<file path="config.mk">
export PLATFORM = sky130hd
export DESIGN_NAME = switch_partition_strap_config
export DESIGN_NICKNAME = d
export VERILOG_FILES = /design/src/common/strap_cfg_pkg.sv /design/src/design/switch_partition_strap_config.sv /design/src/design/tristate_strap_sampler.sv /design/src/design/partition_strap_decoder.sv
export SDC_FILE = /design/constraint.sdc
export NUM_CORES = 1
export LEC_CHECK = 0
export ABC_CLOCK_PERIOD_IN_PS = 10600
export BUFFER_PORTS_ARGS = -buffer_cell sky130_fd_sc_hd__buf_2
export CAP_MARGIN = 10
export CORE_AREA = 5 5 137 139
export DETAILED_ROUTE_END_ITERATION = 6
export DIE_AREA = 0 0 142 144
export GPL_TIMING_DRIVEN = 0
export PLACE_DENSITY = 0.56
export SLEW_MARGIN = 20
export SYNTH_ARGS = -nofsm -noshare
export SYNTH_HDL_FRONTEND = slang
export SYNTH_SLANG_ARGS = --single-unit
export TNS_END_PERCENT = 1
</file>
<file path="constraint.sdc">
create_clock -name i_sys_clk -period 10.6 [get_ports i_sys_clk]
set_input_delay 1.59 -clock i_sys_clk [delete_from_list [all_inputs] [get_ports i_sys_clk]]
set_output_delay 1.59 -clock i_sys_clk [all_outputs]
set_load 0.03 [all_outputs]
</file>
<file path="src/common/strap_cfg_pkg.sv">
// constants and types shared by the partition strap configuration block
package strap_cfg_pkg;
    // ==========
    // tri-state strap codes
    typedef logic [1:0] trit_t;
    localparam trit_t TRIT_LOW = 2'h0;
    localparam trit_t TRIT_FLOAT = 2'h1;
    localparam trit_t TRIT_HIGH = 2'h2;

    // ==========
    // register offsets
    localparam logic [11:0] MGMT_CTRL_OFS = 12'h354;
    localparam logic [11:0] PART_EN_OFS = 12'h358;
    localparam logic [11:0] CFG_REL_OFS = 12'h3ac;
    localparam logic [11:0] STRAP_STAT_OFS = 12'h46c;

    // ==========
    // field positions
    localparam int MGMT_ACT_LSB = 0;
    localparam int MGMT_ACT_EN_BIT = 5;
    localparam int MGMT_RED_LSB = 8;
    localparam int MGMT_RED_EN_BIT = 13;
    localparam int MGMT_PROMOTE_BIT = 14;
    localparam int INIT_CFG_BIT = 0;
    localparam int PART_EN_LSB = 0;
    localparam int PART_STAT_LSB = 13;
    localparam int MODE_STAT_LSB = 24;

    // ==========
    // values after reset
    localparam logic [4:0] PORT_RST = 5'h00;
    localparam logic MGMT_EN_RST = 1'b0;
    localparam logic [5:0] PART_EN_RST = 6'h01;
    localparam logic [4:0] MODE_RST = 5'h00;

    // ==========
    // function select ranges and partition counts
    localparam logic [4:0] MODE_VS_LO = 5'h04;
    localparam logic [4:0] MODE_VS_BIG = 5'h08;
    localparam logic [4:0] MODE_VS_HI = 5'h0b;
    localparam logic [4:0] PORT_MAX = 5'h13;
    localparam logic [2:0] PART_BASE_SMALL = 3'h1;
    localparam logic [2:0] PART_BASE_BIG = 3'h4;

    // ==========
    // strap sampling counts
    localparam int SYNC_STAGES = 3;
    localparam logic [2:0] SETTLE_CYCLES = 3'h4;

    // ==========
    // carriers
    typedef enum logic [1:0] {SRC_SW, SRC_EEPROM, SRC_I2C} src_e;

    typedef struct packed {
        logic wr;
        logic rd;
        logic [11:0] addr;
        logic [31:0] wdata;
        src_e src;
        logic [4:0] port;
    } reg_req_s;

    typedef struct packed {
        logic partition_count_strap;
        trit_t mgmt_strap;
        logic i2c_hold;
        logic [4:0] port;
        logic port_rsvd;
        logic [5:0] part_bits;
        trit_t part_trit;
        logic [4:0] mode;
    } strap_cfg_s;

    // ==========
    // ternary value of three straps, msb first; an illegal code counts as floating
    function automatic int trit_digit(input trit_t t);
        trit_digit = (t == TRIT_LOW) ? 0 : ((t == TRIT_HIGH) ? 2 : 1);
    endfunction

    function automatic logic [4:0] trit_val(input trit_t t2, input trit_t t1, input trit_t t0);
        trit_val = 5'(9 * trit_digit(t2) + 3 * trit_digit(t1) + trit_digit(t0));
    endfunction
endpackage

</file>
<file path="src/design/switch_partition_strap_config.sv">
// partition strap decode, management port control and link release gating
//
// Notes on behaviour
// - management strap low/float enables selected management port in partition mode
// - decoded port loads active management field
// - control register sets active and redundant ports
// - promote redundant port on authorised write
// - strap low in partition mode: only management port trains
// - initiate bit releases links; via I2C only when its strap set the hold
// - strap floating: all train after EEPROM load
// - I2C strap low holds links until initiate
// - shared pin is slot power good in base
// - partition count strap latched, shown read-only
// - modes 4-7 enable one to three partitions
// - modes 8-11 enable four to six partitions
// - partition enables shown one bit per partition
// - upstream straps decode to five-bit port number
// - straps sampled at reset as default configuration
`timescale 1ns/1ns
module switch_partition_strap_config #(
    parameter int NUM_PORTS = 20
) (
    input wire logic i_sys_clk,
    input wire logic i_nrst,
    input wire strap_cfg_pkg::trit_t i_function_select_strap [3],
    input wire strap_cfg_pkg::trit_t i_upstream_select_strap [3],
    input wire strap_cfg_pkg::trit_t i_management_enable_strap,
    input wire strap_cfg_pkg::trit_t i_partition_count_strap,
    input wire strap_cfg_pkg::trit_t i_i2c_cfg_strap_n,
    input wire logic i_eeprom_done,
    input wire strap_cfg_pkg::reg_req_s i_reg_req,
    output logic [31:0] o_reg_rdata,
    output logic o_reg_ack,
    output logic [NUM_PORTS-1:0] o_link_train_en,
    output logic [5:0] o_partition_enable_bits,
    output logic o_partition_count_strap,
    output logic o_slot_a_power_good,
    output logic [4:0] o_mgmt_port
);
    typedef enum {ST_SAMPLE, ST_EEPROM, ST_HOLD, ST_RUN} link_state_e;

    localparam int NS = 9;

    logic [2*NS-1:0] pins, live, capd;
    logic cap_pulse;
    strap_cfg_pkg::trit_t cfsel [3];
    strap_cfg_pkg::trit_t cusel [3];
    strap_cfg_pkg::strap_cfg_s dec, cfg_r, cfg_nxt;

    logic [4:0] act_r, act_nxt, red_r, red_nxt;
    logic act_en_r, act_en_nxt, red_en_r, red_en_nxt;
    logic [5:0] part_r, part_nxt;
    logic init_r, init_nxt, valid_r, valid_nxt;
    logic [31:0] rdata_r, rdata_nxt;
    logic ack_r, ack_nxt;
    link_state_e st_r, st_nxt;
    logic [NUM_PORTS-1:0] link_r, link_nxt;
    logic pg_r, pg_nxt;
    logic wr_mgmt, wr_part, wr_rel, promote_ok, hold_mgmt;

    function automatic logic [NUM_PORTS-1:0] port_onehot(input logic [4:0] p);
        port_onehot = {{(NUM_PORTS-1){1'b0}}, 1'b1} << p;
    endfunction

    // ==========
    // strap sampling and decode
    assign pins = {i_i2c_cfg_strap_n, i_management_enable_strap, i_partition_count_strap,
                   i_upstream_select_strap[2], i_upstream_select_strap[1], i_upstream_select_strap[0],
                   i_function_select_strap[2], i_function_select_strap[1], i_function_select_strap[0]};

    tristate_strap_sampler #(.N(NS)) u_sampler (
        .i_sys_clk(i_sys_clk),
        .i_nrst(i_nrst),
        .i_pin(pins),
        .o_live(live),
        .o_captured(capd),
        .o_capture_pulse(cap_pulse)
    );

    generate
        for (genvar g = 0; g < 3; g++)
        begin : g_trit
            assign cfsel[g] = capd[2*g +: 2];
            assign cusel[g] = capd[6 + 2*g +: 2];
        end
    endgenerate

    partition_strap_decoder u_decoder (
        .i_fsel(cfsel),
        .i_usel(cusel),
        .i_mgmt(capd[14 +: 2]),
        .i_part(capd[12 +: 2]),
        .i_i2c_n(capd[16 +: 2]),
        .o_cfg(dec)
    );

    // ==========
    // register file
    always_comb
    begin
        wr_mgmt = i_reg_req.wr && (i_reg_req.addr == strap_cfg_pkg::MGMT_CTRL_OFS);
        wr_part = i_reg_req.wr && (i_reg_req.addr == strap_cfg_pkg::PART_EN_OFS);
        wr_rel = i_reg_req.wr && (i_reg_req.addr == strap_cfg_pkg::CFG_REL_OFS);
        // only the two management ports or the I2C agent may promote
        promote_ok = red_en_r && ((i_reg_req.src == strap_cfg_pkg::SRC_I2C)
                     || ((i_reg_req.src == strap_cfg_pkg::SRC_SW)
                     && ((i_reg_req.port == act_r) || (i_reg_req.port == red_r))));
        cfg_nxt = cfg_r;
        act_nxt = act_r;
        act_en_nxt = act_en_r;
        red_nxt = red_r;
        red_en_nxt = red_en_r;
        part_nxt = part_r;
        init_nxt = init_r;
        valid_nxt = valid_r;
        if (cap_pulse)
        begin
            cfg_nxt = dec;
            act_nxt = dec.port;
            act_en_nxt = dec.partition_count_strap && (dec.mgmt_strap != strap_cfg_pkg::TRIT_HIGH);
            part_nxt = dec.part_bits;
            valid_nxt = 1'b1;
        end
        else
        begin
            if (wr_mgmt)
            begin
                act_nxt = i_reg_req.wdata[strap_cfg_pkg::MGMT_ACT_LSB +: 5];
                act_en_nxt = i_reg_req.wdata[strap_cfg_pkg::MGMT_ACT_EN_BIT];
                red_nxt = i_reg_req.wdata[strap_cfg_pkg::MGMT_RED_LSB +: 5];
                red_en_nxt = i_reg_req.wdata[strap_cfg_pkg::MGMT_RED_EN_BIT];
                if (i_reg_req.wdata[strap_cfg_pkg::MGMT_PROMOTE_BIT] && promote_ok)
                begin
                    act_nxt = red_r;
                    red_nxt = act_r;
                    act_en_nxt = 1'b1;
                end
            end
            if (wr_part)
                part_nxt = i_reg_req.wdata[strap_cfg_pkg::PART_EN_LSB +: 6];
            // I2C may release only when its own strap asked for the hold
            if (wr_rel && i_reg_req.wdata[strap_cfg_pkg::INIT_CFG_BIT]
                && ((i_reg_req.src != strap_cfg_pkg::SRC_I2C) || cfg_r.i2c_hold))
                init_nxt = 1'b1;
        end
        rdata_nxt = rdata_r;
        ack_nxt = i_reg_req.wr || i_reg_req.rd;
        if (i_reg_req.rd)
        begin
            rdata_nxt = 32'h0;
            unique case (i_reg_req.addr)
                strap_cfg_pkg::MGMT_CTRL_OFS:
                begin
                    rdata_nxt[strap_cfg_pkg::MGMT_ACT_LSB +: 5] = act_r;
                    rdata_nxt[strap_cfg_pkg::MGMT_ACT_EN_BIT] = act_en_r;
                    rdata_nxt[strap_cfg_pkg::MGMT_RED_LSB +: 5] = red_r;
                    rdata_nxt[strap_cfg_pkg::MGMT_RED_EN_BIT] = red_en_r;
                end
                strap_cfg_pkg::PART_EN_OFS: rdata_nxt[strap_cfg_pkg::PART_EN_LSB +: 6] = part_r;
                strap_cfg_pkg::CFG_REL_OFS: rdata_nxt[strap_cfg_pkg::INIT_CFG_BIT] = init_r;
                strap_cfg_pkg::STRAP_STAT_OFS:
                begin
                    rdata_nxt[strap_cfg_pkg::PART_STAT_LSB +: 3] = {1'b0, cfg_r.part_trit};
                    rdata_nxt[strap_cfg_pkg::MODE_STAT_LSB +: 5] = cfg_r.mode;
                end
                default: rdata_nxt = 32'h0;
            endcase
        end
    end

    always_ff @(posedge i_sys_clk or negedge i_nrst)
    begin
        if (!i_nrst)
        begin
            cfg_r <= '0;
            act_r <= strap_cfg_pkg::PORT_RST;
            act_en_r <= strap_cfg_pkg::MGMT_EN_RST;
            red_r <= strap_cfg_pkg::PORT_RST;
            red_en_r <= 1'b0;
            part_r <= strap_cfg_pkg::PART_EN_RST;
            init_r <= 1'b0;
            valid_r <= 1'b0;
            rdata_r <= 32'h0;
            ack_r <= 1'b0;
        end
        else
        begin
            cfg_r <= cfg_nxt;
            act_r <= act_nxt;
            act_en_r <= act_en_nxt;
            red_r <= red_nxt;
            red_en_r <= red_en_nxt;
            part_r <= part_nxt;
            init_r <= init_nxt;
            valid_r <= valid_nxt;
            rdata_r <= rdata_nxt;
            ack_r <= ack_nxt;
        end
    end

    // ==========
    // link release sequencing
    always_comb
    begin
        hold_mgmt = cfg_r.partition_count_strap && (cfg_r.mgmt_strap == strap_cfg_pkg::TRIT_LOW);
        st_nxt = st_r;
        unique case (st_r)
            ST_SAMPLE: if (valid_r) st_nxt = ST_EEPROM;
            ST_EEPROM:
                if (i_eeprom_done)
                    st_nxt = (cfg_r.i2c_hold || hold_mgmt) ? ST_HOLD : ST_RUN;
            ST_HOLD: if (init_r) st_nxt = ST_RUN;
            ST_RUN: st_nxt = ST_RUN;
        endcase
        link_nxt = '0;
        if (st_r == ST_RUN)
            link_nxt = '1;
        else if ((st_r == ST_HOLD) && !cfg_r.i2c_hold && hold_mgmt && act_en_r)
            link_nxt = port_onehot(act_r);
        // the shared pin only means power good outside partition mode
        pg_nxt = !cfg_r.partition_count_strap && (live[12 +: 2] == strap_cfg_pkg::TRIT_HIGH);
    end

    always_ff @(posedge i_sys_clk or negedge i_nrst)
    begin
        if (!i_nrst)
        begin
            st_r <= ST_SAMPLE;
            link_r <= '0;
            pg_r <= 1'b0;
        end
        else
        begin
            st_r <= st_nxt;
            link_r <= link_nxt;
            pg_r <= pg_nxt;
        end
    end

    assign o_reg_rdata = rdata_r;
    assign o_reg_ack = ack_r;
    assign o_link_train_en = link_r;
    assign o_partition_enable_bits = part_r;
    assign o_partition_count_strap = cfg_r.partition_count_strap;
    assign o_slot_a_power_good = pg_r;
    assign o_mgmt_port = act_r;
endmodule

</file>
<file path="src/design/tristate_strap_sampler.sv">
// three-flop synchroniser and reset-time capture for tri-state straps
`timescale 1ns/1ns
module tristate_strap_sampler #(
    parameter int N = 9
) (
    input wire logic i_sys_clk,
    input wire logic i_nrst,
    input wire logic [2*N-1:0] i_pin,
    output logic [2*N-1:0] o_live,
    output logic [2*N-1:0] o_captured,
    output logic o_capture_pulse
);
    logic [2*N-1:0] s1_r, s2_r, s3_r;
    logic [2*N-1:0] live_r, live_nxt, cap_r, cap_nxt;
    logic [2:0] cnt_r, cnt_nxt;
    logic done_r, done_nxt, pulse_r, pulse_nxt;

    // ==========
    // capture once the chain has settled and the last two stages agree
    always_comb
    begin
        live_nxt = (s2_r == s3_r) ? s3_r : live_r;
        cap_nxt = cap_r;
        cnt_nxt = cnt_r;
        done_nxt = done_r;
        pulse_nxt = 1'b0;
        if (!done_r)
        begin
            if (cnt_r != strap_cfg_pkg::SETTLE_CYCLES)
                cnt_nxt = cnt_r + 3'h1;
            else if (s2_r == s3_r)
            begin
                cap_nxt = s3_r;
                done_nxt = 1'b1;
                pulse_nxt = 1'b1;
            end
        end
    end

    always_ff @(posedge i_sys_clk or negedge i_nrst)
    begin
        if (!i_nrst)
        begin
            s1_r <= '0;
            s2_r <= '0;
            s3_r <= '0;
            live_r <= '0;
            cap_r <= '0;
            cnt_r <= 3'h0;
            done_r <= 1'b0;
            pulse_r <= 1'b0;
        end
        else
        begin
            s1_r <= i_pin;
            s2_r <= s1_r;
            s3_r <= s2_r;
            live_r <= live_nxt;
            cap_r <= cap_nxt;
            cnt_r <= cnt_nxt;
            done_r <= done_nxt;
            pulse_r <= pulse_nxt;
        end
    end

    assign o_live = live_r;
    assign o_captured = cap_r;
    assign o_capture_pulse = pulse_r;
endmodule

</file>
<file path="src/design/partition_strap_decoder.sv">
// decodes captured straps into mode, management port and partition enables
`timescale 1ns/1ns
module partition_strap_decoder (
    input wire strap_cfg_pkg::trit_t i_fsel [3],
    input wire strap_cfg_pkg::trit_t i_usel [3],
    input wire strap_cfg_pkg::trit_t i_mgmt,
    input wire strap_cfg_pkg::trit_t i_part,
    input wire strap_cfg_pkg::trit_t i_i2c_n,
    output strap_cfg_pkg::strap_cfg_s o_cfg
);
    logic [4:0] mode, port;
    logic [2:0] cnt;

    always_comb
    begin
        mode = strap_cfg_pkg::trit_val(i_fsel[2], i_fsel[1], i_fsel[0]);
        port = strap_cfg_pkg::trit_val(i_usel[2], i_usel[1], i_usel[0]);
        cnt = ((mode >= strap_cfg_pkg::MODE_VS_BIG) ? strap_cfg_pkg::PART_BASE_BIG
              : strap_cfg_pkg::PART_BASE_SMALL) + 3'(strap_cfg_pkg::trit_digit(i_part));
        o_cfg.mode = mode;
        o_cfg.partition_count_strap = (mode >= strap_cfg_pkg::MODE_VS_LO) && (mode <= strap_cfg_pkg::MODE_VS_HI);
        // 4..7, 12..15 and above 19 have no port behind them
        o_cfg.port_rsvd = port[2] || (port > strap_cfg_pkg::PORT_MAX);
        o_cfg.port = o_cfg.port_rsvd ? strap_cfg_pkg::PORT_RST : port;
        o_cfg.mgmt_strap = i_mgmt;
        o_cfg.i2c_hold = (i_i2c_n == strap_cfg_pkg::TRIT_LOW);
        o_cfg.part_trit = i_part;
        o_cfg.part_bits = o_cfg.partition_count_strap ? 6'((7'h1 << cnt) - 7'h1) : strap_cfg_pkg::PART_EN_RST;
    end
endmodule

</file>
==> flow_summary.toml <==
[outcome]
outcome = "finished clean"

[place]
gp_congestion = 0.885
placed_area_sq_um = 7210
port_buffers = 105
dp_hpwl_microns = 10500
post-place-ws_ps = 6640

[power]
ir_worst_vdd_mv = 0.105
p_leak_nw = 3.66
power_density_nw_per_um2 = 167

[cells_and_area]
final_area_sq_um = 7860
drive_above_1_share = 0.301
postLayoutCoreUtil = 0.448
final_common_cell = "dfrtp_1"
area_growth_pct = 24.5
fillers = 1671
antenna_cells = 0
layout_common_cells = "dfrtp_1 (151), buf_2 (106), o21ai_0 (51)"
layout.nets = 748

[worst_setup_path]
rrSetupSlack_ps = 6650
path_delay_family = "adder cells"
path_class = "reg2reg"
critPathSlowestCell = "fa_1"
critPathMaxFanout = 4
critPathLaunchType = "register"
crit_path_max_incr_delay_ps = 430
crit_top_cell = "ha_1"
required_ps = 10900
crit_arrival_ps = 4250
crit_path_end_kind = "register"
path_buf_inv = 0
path_cells = "nor2b_1 > ha_1 > ha_1 > fa_1 > ha_1 > fa_1 > xor2_1 > nor2_1 > nand2_1 > ha_1 > or3_1 > nand3_1 > a21oi_1 > a211o_1"

[synth]
synth_edf_count = 0
seq_area_frac_synth = 0.603
yosys_warnings = 0
synth_largest_area_cell = "dfrtp_1"
synth_top_area_share = 0.599
syn_area_per_cell_sq_um = 12.2
synth-async-reset-ratio = 1.00
synth_area_leaders = "dfrtp_1 (60%), mux2_2 (5.4%), o21ai_0 (4.0%), xnor2_1 (3.3%), ha_1 (2.6%)"
ys.flop_type = "dfrtp_1"
netlist_instances = 517
post_synth_num_cell_types = 54
ys_seq_elements = 152
syn-cell-area_sq_um = 6310

[sta]
fin_skew_ps = 6.57
tns_ps = 0
hold_viol_final = 0
hold_slack_ps = 347
fin_ws_ps = 6650
period_share = 0.372
achievable-frequency_mhz = 253
tightest_slew_ps = 684
slew_headroom = 0.544
period_minus_slack_ps = 3950
setup_viol = 0
rsz0062_at_grt = "no"
drv_slew = 0

[clock_tree]
clock_sinks = 152
clk_root_buffer_cell = "clkbuf_16"
postCtsSetupBuffers = 0
cts-buffers-inserted = 17
clkTransAtPathRegs_ps = 60
cts_buffer_depth = 2
cts_tree = "done"
cts_resized = 0
clkLatencyLatePin_ps = 420
ctsHtreeMaxLevel = 4
ctsHoldBuffers = 0

[floorplan]
fp.dieArea_sq_um = 20400
start_util = 0.360
core_area_sq_um = 17500
die_w_microns = 142
fp.dieH_microns = 144
row_count = 49
io_pins = 140

[grt]
grt_pass1_vias = 4405
grtUsageTotal = 0.141
grt_max_degree = 90
antenna_found_initial = 0
grt_overflow = 0
grt_pass1_wl_microns = 22500

[detailed_routing]
via_per_inst = 4.67
firstDrtPassIters = 5
routed-via-count = 4188
drt_iter0_drc = 226
ant_nets = 0
drc = 0
wl_per_cell_microns = 15.4
drt_wl_total_microns = 13800

[flow_run]
cap_violations = 0

[min_path]
min_path_type = "reg2reg"
[area by class of cell]
type / instances / area, sq um / area share
multi-input combinational: 305 / 2210 / 0.282
timing repair buffer: 106 / 563 / 0.0717
buffer: 38 / 205 / 0.0261
clock inverter: 14 / 208 / 0.0264
inverter: 35 / 136 / 0.0174
clock buffer: 18 / 439 / 0.0559
tap: 229 / 287 / 0.0365
sequential: 152 / 3800 / 0.484
[cells by family (layout without fill, tap and decap cells)]
family	count (synthesis)	count (layout)	synth area share
compound gates	93	93	0.0859
xor+xnor	34	34	0.0472
fa+ha+maj	19	19	0.0448
buf+inv	73	211	0.0541
flops	152	152	0.603
mux	40	40	0.0694
other cells	2	15	0.00119
simple gates	104	104	0.0944
[flip-flops by register name, summed over array words and instances (netlist names), 3 cells and up]
name	cells
cfg_r	10
o_link_train_en	20
o_mgmt_port	5
o_partition_enable_bits	6
o_reg_rdata	18
red_r	5
u_sampler.cnt_r	3
u_sampler.o_captured	18
u_sampler.s1_r	18
u_sampler.s2_r	18
u_sampler.s3_r	18
[final timing paths]
kind                                               from  cells past startpoint                    endpoint
worst max-delay path            u_sampler.o_captured[4]                     14  o_partition_enable_bits[4]
worst min-delay path                 u_sampler.s1_r[17]                      0          u_sampler.s2_r[17]
worst max register to register  u_sampler.o_captured[4]                     14  o_partition_enable_bits[4]
worst min register to register       u_sampler.s1_r[17]                      0          u_sampler.s2_r[17]
max in group asynchronous                        i_nrst                      2  o_partition_enable_bits[3]
min in group asynchronous                        i_nrst                      1          u_sampler.s1_r[16]
[routing by layer]
layer	track usage	vias up	routed length, microns
li1	-	2002	-
met1	0.183	2049	6230
met2	0.229	120	6560
met3	0.0400	17	826
met4	0.0470	0	217
met5	0	-	0
[synthesized netlist by cell type (2+ instances only)]
cell type and instances:
a22oi_1 8, xnor2_1 24, clkbuf_1 18, a21oi_1 18, buf_2 2, nand2_1 20, mux2i_1 10, mux2_2 30
inv_1 34, nand2b_1 6, buf_4 14, o21ai_0 51, nor3b_1 3, or2_2 7, xor2_1 10, dfrtp_1 151
conb_1 2, ha_1 13, nor2_1 17, fa_1 6, buf_1 3, nor3_1 4, nand3_1 15, a31oi_1 3
nand4_1 6, or3_1 3, nand3b_1 5, nor2b_1 8
[stage by stage]
stage	total power, W	cells
floorplan	0.000640	530
global placement	0.000671	864
detailed placement	0.000674	865
CTS	0.00133	897
global route	0.00136	897
finish	0.00132	897
[where the power goes]
group          leakage, nW  internal (W)  switching, W
registers             1.86      0.000593    0.00000765
clock network        0.311      0.000407      0.000246
logic                 1.49     0.0000230     0.0000386
total                 3.66       0.00102      0.000293
Power figures use the tool's default switching activity.
